### src/stcd_regs.svh
// constants for the sub-audio tone and code decoder
// assumes the 100 MHz core clock and 8-bit selection values
`ifndef STCD_REGS_SVH
`define STCD_REGS_SVH

`define STCD_SEL_NONE 8'h00
`define STCD_SEL_CODE_LO 8'h01
`define STCD_SEL_CODE_HI 8'h53
`define STCD_SEL_USER_CODE 8'h54
`define STCD_SEL_INV_LO 8'h65
`define STCD_SEL_INV_HI 8'hB7
`define STCD_SEL_INV_USER 8'hB8
`define STCD_INV_OFFSET 8'h64
`define STCD_SEL_CAPTURE 8'hC8
`define STCD_TONE_FIRST 8'hC9
`define STCD_CAPTURE_LAST 8'hEF
`define STCD_TONE_ALLCALL 8'hF0
`define STCD_TONE_USER 8'hFC
`define STCD_TONE_MAINT 8'hFD
`define STCD_TONE_TURNOFF 8'hFE
`define STCD_TONE_INVALID 8'hFF

`define STCD_SETUP_THR_LSB 0
`define STCD_SETUP_THR_MSB 3
`define STCD_SETUP_BW_LSB 4
`define STCD_SETUP_BW_MSB 7
`define STCD_SETUP_LEN24_BIT 11

`define STCD_MAX_ERRORS 5'h03
`define STCD_UPDATE_EVERY 2'h3
`define STCD_CODE_BITS 6'h18

`define STCD_CLK_MHZ 100
`define STCD_TURNOFF_MIN_MS 150

`endif

### src/stcd_pkg.sv
// shared types for the sub-audio tone and code decoder
// assumes stcd_regs.svh holds every numeric constant
`default_nettype none
package stcd_pkg;
   typedef enum logic [1:0] {
      STCD_IDLE,
      STCD_TONE,
      STCD_CODE
   } stcd_func_e;
   typedef logic [7:0] stcd_sel_t;
endpackage
`default_nettype wire

### src/stcd_code_corr.sv
// sliding correlator for 23/24-bit coded squelch words
// assumes one sliced bit per strobe, already polarity-corrected
`include "stcd_regs.svh"
`default_nettype none
module stcd_code_corr
   import stcd_pkg::*;
#(
   parameter int WORD_BITS = 24
) (
   input wire logic core_clk,
   input wire logic reset,
   input wire logic enable,
   input wire logic len24,
   input wire logic [WORD_BITS-1:0] codeWord,
   input wire logic bitIn,
   input wire logic bitStrobe,
   output logic matchOk,
   output logic matchInverted
);
   logic [WORD_BITS-1:0] shift_q;
   logic [WORD_BITS-1:0] shift_d;
   logic [5:0] fill_q;
   logic [1:0] phase_q;
   logic [WORD_BITS-1:0] window;
   logic [WORD_BITS-1:0] mask;
   logic [4:0] errTrue;
   logic [4:0] errInv;

   function automatic logic [4:0] popCount(input logic [WORD_BITS-1:0] v);
      logic [4:0] n;
      n = 5'h00;
      for (int i = 0; i < WORD_BITS; i++) begin
         n = n + {4'h0, v[i]};
      end
      return n;
   endfunction

   // first received bit lands at bit 0, so comparison runs lsb first
   // judged with the bit on this strobe, else a word never lines up;
   // only every 4th alignment is judged, so 23-bit streams hit less often
   always_comb begin
      shift_d = {bitIn, shift_q[WORD_BITS-1:1]};
      window = len24 ? shift_d : {1'b0, shift_d[WORD_BITS-1:1]};
      mask = len24 ? {WORD_BITS{1'b1}} : {1'b0, {(WORD_BITS-1){1'b1}}};
      errTrue = popCount((window ^ codeWord) & mask);
      errInv = popCount((window ^ ~codeWord) & mask);
   end

   always_ff @(posedge core_clk or posedge reset) begin
      if (reset) begin
         shift_q <= '0;
         fill_q <= 6'h00;
      end else if (!enable) begin
         fill_q <= 6'h00;
      end else if (bitStrobe) begin
         shift_q <= shift_d;
         if (fill_q != `STCD_CODE_BITS) begin
            fill_q <= fill_q + 6'h01;
         end
      end
   end

   // verdict only moves every fourth bit, which damps flicker
   always_ff @(posedge core_clk or posedge reset) begin
      if (reset) begin
         phase_q <= 2'h0;
         matchOk <= 1'b0;
         matchInverted <= 1'b0;
      end else if (!enable) begin
         phase_q <= 2'h0;
         matchOk <= 1'b0;
         matchInverted <= 1'b0;
      end else if (bitStrobe) begin
         phase_q <= phase_q + 2'h1;
         if (phase_q == `STCD_UPDATE_EVERY) begin
            if (fill_q < `STCD_CODE_BITS - 6'h01) begin
               matchOk <= 1'b0;
            end else if (errTrue <= `STCD_MAX_ERRORS) begin
               matchOk <= 1'b1;
               matchInverted <= 1'b0;
            end else if (errInv <= `STCD_MAX_ERRORS) begin
               matchOk <= 1'b1;
               matchInverted <= 1'b1;
            end else begin
               matchOk <= 1'b0;
            end
         end
      end
   end
endmodule
`default_nettype wire

### src/stcd_decoder.sv
// receive-side sub-audio tone and coded squelch decoder, top level
// assumes a front end that classifies the sub-audio tone and slices code bits
// Behaviour
// tone detected sets status bit 11
// setup word sets bandwidth/threshold; selection picks tone
// interrupt on tone appear, vanish or change
// own tone shows number, none shows 00
// non-table tone reports FF with interrupts
// other table tone reports 255 unless capturing
// selection 200 captures tones 1 to 39
// capture needs tone enable; transmit outputs silence
// status never reads back 200
// selection 0 scans only all-call tone
// all-call tone always reported when enabled
// 252 user, 253 maintenance, 254 turn-off tone
// accept 23/24-bit NRZ codes, either polarity
// 1-83 true, 101-183 inverted codes match
// cancel input amplifier inversion internally
// compare code bits lsb first
// status bit 10 for three errors, every 4th
// report received code true or inverted value
// after valid code, turn-off tone reports 254
// no-tone and turn-off may both flag
// tone and code detection never run together
// host narrows bandwidth for split tones
// selection byte encodes codes, capture and tones
// mode enables switch functions, selection kept
// masked interrupt stays pending until status read; here a change seen while toneIrqEnable is low never sets irq
`include "stcd_regs.svh"
`default_nettype none
module stcd_decoder
   import stcd_pkg::*;
#(
   parameter int WORD_BITS = 24,
   parameter int TURNOFF_MIN_CYCLES = `STCD_TURNOFF_MIN_MS * `STCD_CLK_MHZ * 1000
) (
   input wire logic core_clk,
   input wire logic reset,
   input wire logic [7:0] audioSel,
   input wire logic toneEnable,
   input wire logic codeEnable,
   input wire logic txMode,
   input wire logic [15:0] decoderSetupWord,
   input wire logic [WORD_BITS-1:0] codeWord,
   input wire logic [WORD_BITS-1:0] userCodeWord,
   input wire logic toneIrqEnable,
   input wire logic statusRead,
   input wire logic tonePresent,
   input wire logic toneInTable,
   input wire logic [7:0] toneNum,
   input wire logic slicedBit,
   input wire logic slicedStrobe,
   output logic toneDetected,
   output logic codeDetected,
   output logic [7:0] toneStatus,
   output logic irq,
   output logic [3:0] detBandwidth,
   output logic [3:0] detThreshold,
   output logic [7:0] toneSelect,
   output logic txToneMute,
   output logic len24
);
   stcd_func_e func;
   logic capture;
   logic [7:0] toneValue;
   logic [7:0] codeIndex;
   logic codeSelValid;
   logic userSel;
   logic corrOk;
   logic corrInv;
   logic [7:0] codeValue;
   logic [7:0] status_d;
   logic [31:0] offCount_q;
   logic codeSeen_q;
   logic turnOff_q;
   logic offTone;

   function automatic logic inRange(input logic [7:0] v, input logic [7:0] lo,
                                    input logic [7:0] hi);
      return (v >= lo) && (v <= hi);
   endfunction

   // code wins nothing: tone enable takes priority so both never run
   always_comb begin
      if (toneEnable) begin
         func = STCD_TONE;
      end else if (codeEnable) begin
         func = STCD_CODE;
      end else begin
         func = STCD_IDLE;
      end
   end

   assign capture = (audioSel == `STCD_SEL_CAPTURE) && (func == STCD_TONE);

   // tone classification
   always_comb begin
      if (!tonePresent) begin
         toneValue = `STCD_SEL_NONE;
      end else if (!toneInTable) begin
         toneValue = `STCD_TONE_INVALID;
      end else if (toneNum == `STCD_TONE_ALLCALL) begin
         toneValue = `STCD_TONE_ALLCALL;
      end else if (capture && inRange(toneNum, `STCD_TONE_FIRST, `STCD_CAPTURE_LAST)) begin
         toneValue = toneNum;
      end else if (audioSel != `STCD_SEL_NONE && audioSel != `STCD_SEL_CAPTURE
                   && toneNum == audioSel) begin
         toneValue = toneNum;
      end else begin
         toneValue = `STCD_TONE_INVALID;
      end
   end

   // code selection decode, the two forms map to one index
   always_comb begin
      codeSelValid = 1'b1;
      userSel = 1'b0;
      codeIndex = audioSel;
      if (inRange(audioSel, `STCD_SEL_CODE_LO, `STCD_SEL_USER_CODE)) begin
         userSel = (audioSel == `STCD_SEL_USER_CODE);
      end else if (inRange(audioSel, `STCD_SEL_INV_LO, `STCD_SEL_INV_USER)) begin
         codeIndex = audioSel - `STCD_INV_OFFSET;
         userSel = (audioSel == `STCD_SEL_INV_USER);
      end else begin
         codeSelValid = 1'b0;
      end
   end

   stcd_code_corr #(
      .WORD_BITS(WORD_BITS)
   ) u_corr (
      .core_clk(core_clk),
      .reset(reset),
      .enable(func == STCD_CODE && codeSelValid),
      .len24(decoderSetupWord[`STCD_SETUP_LEN24_BIT]),
      .codeWord(userSel ? userCodeWord : codeWord),
      .bitIn(~slicedBit),
      .bitStrobe(slicedStrobe),
      .matchOk(corrOk),
      .matchInverted(corrInv)
   );

   assign codeValue = corrInv ? codeIndex + `STCD_INV_OFFSET : codeIndex;

   // turn-off tone qualified over its minimum length; the tone is not
   // aligned to code words, so a no-code report may precede it
   assign offTone = tonePresent && toneInTable && toneNum == `STCD_TONE_TURNOFF;

   always_ff @(posedge core_clk or posedge reset) begin
      if (reset) begin
         codeSeen_q <= 1'b0;
         offCount_q <= '0;
         turnOff_q <= 1'b0;
      end else if (func != STCD_CODE) begin
         codeSeen_q <= 1'b0;
         offCount_q <= '0;
         turnOff_q <= 1'b0;
      end else begin
         if (corrOk) begin
            codeSeen_q <= 1'b1;
         end
         if (!offTone || !codeSeen_q) begin
            offCount_q <= '0;
            turnOff_q <= 1'b0;
         end else if (offCount_q == 32'(TURNOFF_MIN_CYCLES - 1)) begin
            turnOff_q <= 1'b1;
         end else begin
            offCount_q <= offCount_q + 32'h1;
         end
      end
   end

   always_comb begin
      case (func)
         STCD_TONE: status_d = toneValue;
         STCD_CODE: begin
            if (turnOff_q) begin
               status_d = `STCD_TONE_TURNOFF;
            end else if (corrOk) begin
               status_d = codeValue;
            end else begin
               status_d = `STCD_SEL_NONE;
            end
         end
         default: status_d = `STCD_SEL_NONE;
      endcase
   end

   always_ff @(posedge core_clk or posedge reset) begin
      if (reset) begin
         toneStatus <= `STCD_SEL_NONE;
         toneDetected <= 1'b0;
         codeDetected <= 1'b0;
      end else begin
         toneStatus <= status_d;
         toneDetected <= func == STCD_TONE && status_d != `STCD_SEL_NONE
                         && status_d != `STCD_TONE_INVALID;
         codeDetected <= func == STCD_CODE && corrOk;
      end
   end

   // pending event: a new change in the read cycle survives the clear
   always_ff @(posedge core_clk or posedge reset) begin
      if (reset) begin
         irq <= 1'b0;
      end else if (status_d != toneStatus && toneIrqEnable) begin
         irq <= 1'b1;
      end else if (statusRead) begin
         irq <= 1'b0;
      end
   end

   // front-end steering
   always_ff @(posedge core_clk or posedge reset) begin
      if (reset) begin
         detBandwidth <= 4'h0;
         detThreshold <= 4'h0;
         toneSelect <= `STCD_SEL_NONE;
         txToneMute <= 1'b0;
         len24 <= 1'b0;
      end else begin
         detBandwidth <= decoderSetupWord[`STCD_SETUP_BW_MSB:`STCD_SETUP_BW_LSB];
         detThreshold <= decoderSetupWord[`STCD_SETUP_THR_MSB:`STCD_SETUP_THR_LSB];
         len24 <= decoderSetupWord[`STCD_SETUP_LEN24_BIT];
         if (audioSel == `STCD_SEL_NONE) begin
            toneSelect <= `STCD_TONE_ALLCALL;
         end else if (audioSel == `STCD_SEL_CAPTURE) begin
            toneSelect <= `STCD_SEL_NONE;
         end else begin
            toneSelect <= audioSel;
         end
         txToneMute <= txMode && toneEnable && (audioSel == `STCD_SEL_NONE
                       || audioSel == `STCD_SEL_CAPTURE);
      end
   end
endmodule
`default_nettype wire

### config.mk
export PLATFORM = sky130hd
export DESIGN_NAME = stcd_decoder
export DESIGN_NICKNAME = d
export VERILOG_FILES = /design/src/stcd_pkg.sv /design/src/stcd_code_corr.sv /design/src/stcd_decoder.sv
export VERILOG_INCLUDE_DIRS = /design/src /design/src/src
export SDC_FILE = /design/constraint.sdc
export NUM_CORES = 1
export LEC_CHECK = 0
export BUFFER_PORTS_ARGS = -buffer_cell sky130_fd_sc_hd__buf_4
export CAP_MARGIN = 20
export CELL_PAD_IN_SITES_DETAIL_PLACEMENT = 1
export CELL_PAD_IN_SITES_GLOBAL_PLACEMENT = 1
export CORE_AREA = 2 2 117 142
export DETAILED_ROUTE_END_ITERATION = 7
export DIE_AREA = 0 0 119 144
export GPL_TIMING_DRIVEN = 0
export HOLD_SLACK_MARGIN = 0.12
export PLACE_DENSITY_LB_ADDON = 0.12
export SYNTH_ARGS = -nofsm -noshare
export SYNTH_HDL_FRONTEND = slang
export SYNTH_SLANG_ARGS = --single-unit
### constraint.sdc
create_clock -name core_clk -period 6.4 [get_ports core_clk]
set_input_delay 0.32 -clock core_clk [delete_from_list [all_inputs] [get_ports core_clk]]
set_output_delay 0.32 -clock core_clk [all_outputs]
set_load 0.01 [all_outputs]
# Word level (Yosys, flattened, before mapping)

Index checks and enable logic that the tools add are counted.

Add/subtract/negate cells: 51
Eq/ne operators: 21
Multiplexer cells: 49
$lt $le $gt $ge: 9
Reductions and logical operators: 30
Bitwise logic cells: 6

Operator list:

| operator                | count |
|---|---|
| $add A5 B1 Y5           | 44 |
| $mux W32                | 3 |
| $mux W8                 | 12 |
| $mux W24                | 3 |
| $and A24 B24 Y24        | 2 |
| $xor A24 B24 Y24        | 2 |
| $add A32 B1 Y32 const B | 1 |
| $eq A32 B24 Y1 const B  | 1 |
| $eq A8 B8 Y1 const B    | 4 |
| $not A24 Y24            | 1 |
| $mux W1                 | 23 |
| $mux W6                 | 3 |
| $le A8 B8 Y1 const B    | 2 |
| $logic_and A1 B1 Y1     | 16 |
| $ne A8 B8 Y1 const B    | 2 |
| $pmux W8 S2             | 1 |
| $reduce_bool A8 Y1      | 2 |
| $le A5 B2 Y1 const B    | 2 |
| $ne A2 B2 Y1 const B    | 5 |
| $add A8 B7 Y8 const B   | 1 |
| $eq A8 B7 Y1 const B    | 1 |
| $eq A8 B8 Y1            | 1 |
| $ge A8 B1 Y1 const B    | 1 |
| $ge A8 B7 Y1 const B    | 1 |
| 21 further kinds        | 32 |

Output and inout port bits: 29
Register bits after elaboration: 97

# Depth between registers and ports, before layout

Word-level depth: 38
Mapped depth: 29
Depth with buffers taken out: 27

# Hierarchy

Synthesis repeated with hierarchy kept, for this count alone.

Cells, all modules: 697
Area, all modules: 7080.5 um^2

By module, submodules not included:

| module         | area each (um^2) | instances | cells each |
|---|---|---|---|
| stcd_decoder   | 3995.1           | 1         | 424 |
| stcd_code_corr | 3085.5           | 1         | 273 |

# Worst setup path before layout

OpenSTA, ideal clock, no wires.

Path kind: input-to-reg
Start point: in audioSel[3]
End point: reg u_corr.matchInverted
Stages on the path: 29
Slack: -601 ps
Setup time: 119 ps
Arrival time: 6882 ps
Path buffers: 3
Path through: buf_2 inv_1 ha_1 nand2_1 nor3_1 o211a_1 clkbuf_1 buf_1 mux2i_1 xnor2_1 inv_1 fa_1 fa_1 fa_1 fa_1 inv_1 fa_1 fa_1 inv_1 fa_1 nand2_1 a211oi_1 nor2_1 nor4_1 a21oi_1 or3_1 nand2_1 o21ai_0 and2_1

Longest elaborated chain between the ends: 36

Ends and longest elaborated chain:

| item                                         | RTL line             | text |
|---|---|---|
| start, declared                              | stcd_decoder.sv:39   | `input wire logic [7:0] audioSel,` |
| $ge A8 B7 Y1 or $le A8 B8 Y1 (tied branches) | stcd_decoder.sv:80   | `return (v >= lo) && (v <= hi);` |
| $logic_and A1 B1 Y1                          | stcd_decoder.sv:80   |  |
| $mux W1                                      | stcd_decoder.sv:121  | `` end else if (inRange(audioSel, `STCD_SEL_INV_LO, `STCD_SEL_INV_USER)) begin `` |
| $mux W1                                      | stcd_decoder.sv:119  | `` if (inRange(audioSel, `STCD_SEL_CODE_LO, `STCD_SEL_USER_CODE)) begin `` |
| $mux W24                                     | stcd_decoder.sv:136  | `.codeWord(userSel ? userCodeWord : codeWord),` |
| $xor A24 B24 Y24                             | stcd_code_corr.sv:45 | `errTrue = popCount((window ^ codeWord) & mask);` |
| $and A24 B24 Y24                             | stcd_code_corr.sv:45 |  |
| $add A1 B1 Y2                                | stcd_code_corr.sv:33 | `n = n + {4'h0, v[i]};` |
| $add A5 B1 Y5 (22 in a row)                  | stcd_code_corr.sv:33 |  |
| $le A5 B2 Y1 (no line)                       | --                   |  |
| $mux W1                                      | stcd_code_corr.sv:78 | `` end else if (errTrue <= `STCD_MAX_ERRORS) begin `` |
| $mux W1                                      | stcd_code_corr.sv:76 | `` if (fill_q < `STCD_CODE_BITS - 6'h01) begin `` |
| $mux W1                                      | stcd_code_corr.sv:75 | `` if (phase_q == `STCD_UPDATE_EVERY) begin `` |
| $mux W1                                      | stcd_code_corr.sv:73 | `end else if (bitStrobe) begin` |
| $mux W1                                      | stcd_code_corr.sv:69 | `end else if (!enable) begin` |
| end signal, assigned                         | stcd_code_corr.sv:68 | `matchInverted <= 1'b0;` |
| end signal, assigned                         | stcd_code_corr.sv:72 | `matchInverted <= 1'b0;` |
| end signal, assigned                         | stcd_code_corr.sv:80 | `matchInverted <= 1'b0;` |
| end, declared                                | stcd_code_corr.sv:18 | `output logic matchInverted` |

Several ways; a longest one is shown, not always the timed one. The select of a mux whose other input is x is not followed.
A chain may end at the register's enable or synchronous reset.

# Worst setup path after layout

Start point: in audioSel[2]
End point: reg u_corr.matchInverted

The elaborated chain is that of the path after synthesis.

==> metrics.cfg <==
[layout]
layout.area.seq_um2 = 2400
fillers = 1756
num_antenna_cells = 0
final_common_cell = buf_4
multiInputGateArea_um2 = 4130
mostFrequentLayoutCells = 131 x buf_4, 96 x dfrtp_1, 69 x inv_1
drive_gt1_share_pct = 26.5
fin_nets = 986
final_cells = 1053
final_util_pct = 54.9
area_growth_pct = 27.4

[die]
core_area_um2 = 15900
start_util_pct = 43.1
die_area_um2 = 17100
rows = 51
dieWidth_um = 119
die_h_um = 144
io_pins = 120

[flow_run]
cap_violations = 0

[synthesis]
synth_edf_count = 0
async_flop_share_pct = 100
synth_cell_types = 66
syn_area_um2 = 6850
ys_seq_elements = 96
syn_inst = 688
seq_area_frac_synth_pct = 35.1
synth_flop_cell = dfrtp_1
avgSynthCellArea_um2 = 9.95
synth_nets = 836
yosysWarnings = 0

[sta]
tightest_slew_ps = 997
hold_ws_ps = 112
max_freq_mhz = 155
rsz0062_at_grt = true
skew_ps = 11.3
slew_viol_final = 0
min_period_ps = 6470
hold_violations = 0
setup_violations = 1
relSlewSlack_pct = 31.8
layout_setup_ws_ps = -70.1
post-route-period-util_pct = 101

[drt]
ant_nets = 0
drtPass1Iterations = 5
via_count = 5491
wire_per_inst_um = 17.3
drc_errors = 0
vias_per_cell = 5.21
drtIter0Drc = 157
wirelength_mm = 18.3

[placed_design]
dp_hpwl_mm = 13.7
portBuffers = 107
dp.cells = 1008
place.gp.congestion = 0.895
place_ws_ps = -1030

[pwr]
netSwitchingPower_mw = 1.20
p_comb_share_pct = 59.4
power_frac_clock_pct = 18.3
swShare_pct = 41.4
leakagePower_nw = 3.99
ir_drop_mv = 0.331
power.density_nw_per_um2 = 333
power.internal_mw = 1.70
total_power_mw = 2.90
pwr-share-seq_pct = 22.3

[grt]
grt_pass1_vias = 6145
grt_max_degree = 59
grt_first_pass_wirelength_mm = 30.1
antenna_found_initial = 0
grt_use_total_pct = 22.2
grt_overflow = 0

[critical_path]
crit_type = primary input to flip-flop
crit_slowest_cell = fa_1
critPathMostFrequentCell = fa_1
crit_path_start_kind = primary input
critPathMaxFanout = 5
required_ps = 6630
endpoint_kind = flip-flop
cp.arrival_ps = 6700
cpPeakStageDelay_ps = 570

[clocking]
cts_tree = built
clock-root-buffer = clkbuf_16
insertion_delay_ps = 350
clock-sinks = 96
clockBufferDepth = 2
cts-htree-levels = 3
cts_made_buffers = 9
clk_pin_slew_ps = 60

[run_status]
violations = setup timing
status = complete, but fails checks

[worst_hold_path]
hp-class = primary input to async pin

synthesized netlist by cell type, types with 13 or more instances:
cell / instances / share of area (%)
a21oi_1: 13 / 0.95
clkbuf_1: 18 / 0.99
dfrtp_1: 96 / 35
fa_1: 34 / 9.9
ha_1: 23 / 4.2
inv_1: 75 / 4.1
mux2_2: 22 / 3.6
mux2i_1: 53 / 7.7
nand2_1: 38 / 2.1
nand3_1: 23 / 1.7
nand4_1: 15 / 1.4
nor2_1: 61 / 3.3
nor3_1: 17 / 1.2
o21ai_0: 18 / 1.3
xnor2_1: 40 / 5.1
xor2_1: 36 / 4.6
logic make-up (layout without fill, tap and decap cells):
family	Yosys count	after routing	share of synthesized area (%)
buffers and inverters	104	257	6.61
DFF	96	96	35.1
and+or+nand+nor	211	211	15.9
adders and majority gates	57	57	14.1
muxes	75	75	11.4
xor gates and xnor gates	77	77	10.0
AOI/OAI and AO/OA	68	68	6.83
worst max-delay path: cells and delay by family:
| kind | cells | cell delay, ps |
|---|---|---|
| AO/OA/AOI/OAI | 4 | 530 |
| XOR/XNOR | 1 | 230 |
| adder cells (fa/ha/maj) | 8 | 3330 |
| buffers and inverters | 8 | 770 |
| multiplexers | 1 | 220 |
| AND/OR/NAND/NOR | 7 | 1280 |
routing by layer:
layer | part of all wire (%) | wire length (µm) | vias up | GRT usage [%]
li1 | - | - | 2609 | -
met1 | 40 | 7240 | 2759 | 25.6
met2 | 55 | 10000 | 101 | 41.6
met3 | 3.7 | 672 | 22 | 3.71
met4 | 1.9 | 338 | 0 | 7.39
met5 | 0 | 0 | - | 0
stage by stage:
stage / TNS (ps) / area [µm²]
final: -70.1 / 8720
after global routing: -479 / 8720
after CTS: 0 / 8570
after detailed placement: -1830 / 8010
after global placement: -1550 / 7990
after floorplan: 0 / 6920
state kept, by name, summed over array words and instances (netlist names), 2 cells and up:
| name | count |
|---|---|
| u_corr.fill_q | 6 |
| toneSelect | 8 |
| detBandwidth | 4 |
| detThreshold | 4 |
| u_corr.shift_q | 23 |
| offCount_q | 32 |
| u_corr.phase_q | 2 |
| toneStatus | 8 |
final timing paths:
path	start	end	slack (ps)	cells after the start
max	audioSel[2]	u_corr.matchInverted$_DFFE_PP0P_	-70	29
min	reset	detBandwidth[1]$_DFF_PP0_	110	2
max in group asynchronous	reset	offCount_q[18]$_DFFE_PP0P_	5620	3
min in group core_clk	slicedBit	u_corr.shift_q[23]$_DFFE_PP0P_	180	2
min reg2reg	codeSeen_q$_DFFE_PP0P_	codeSeen_q$_DFFE_PP0P_	520	2
max reg2reg	u_corr.shift_q[18]$_DFFE_PP0P_	u_corr.matchInverted$_DFFE_PP0P_	490	22
power by group through the flow:
stage / Clock (mW) / Sequential [mW] / Combinational, mW
final: 0.531 / 0.649 / 1.72
after global routing: 0.570 / 0.653 / 1.94
after CTS: 0.548 / 0.649 / 1.56
after detailed placement: 0 / 0.661 / 1.44
after global placement: 0 / 0.659 / 1.35
after floorplan: 0 / 0.660 / 1.02
area by class of cell:
type,instances,share of cell area [%]
clock inverters,5,0.674
well taps,212,3.04
inverters,75,3.40
clock buffers,9,2.58
plain buffers,26,2.74
repair buffers,142,12.7
flip-flops and latches,96,27.5
multi-input cells,488,47.3
timing repair:
action	in CTS	in global routing
pin swaps	20	20
hold buffers	9	0
endpoints found under the setup margin	2	2
buffers inserted	13	12
resized for setup	19	20
endpoints found under the hold margin	9	0
(Power assumes the default switching activity.)
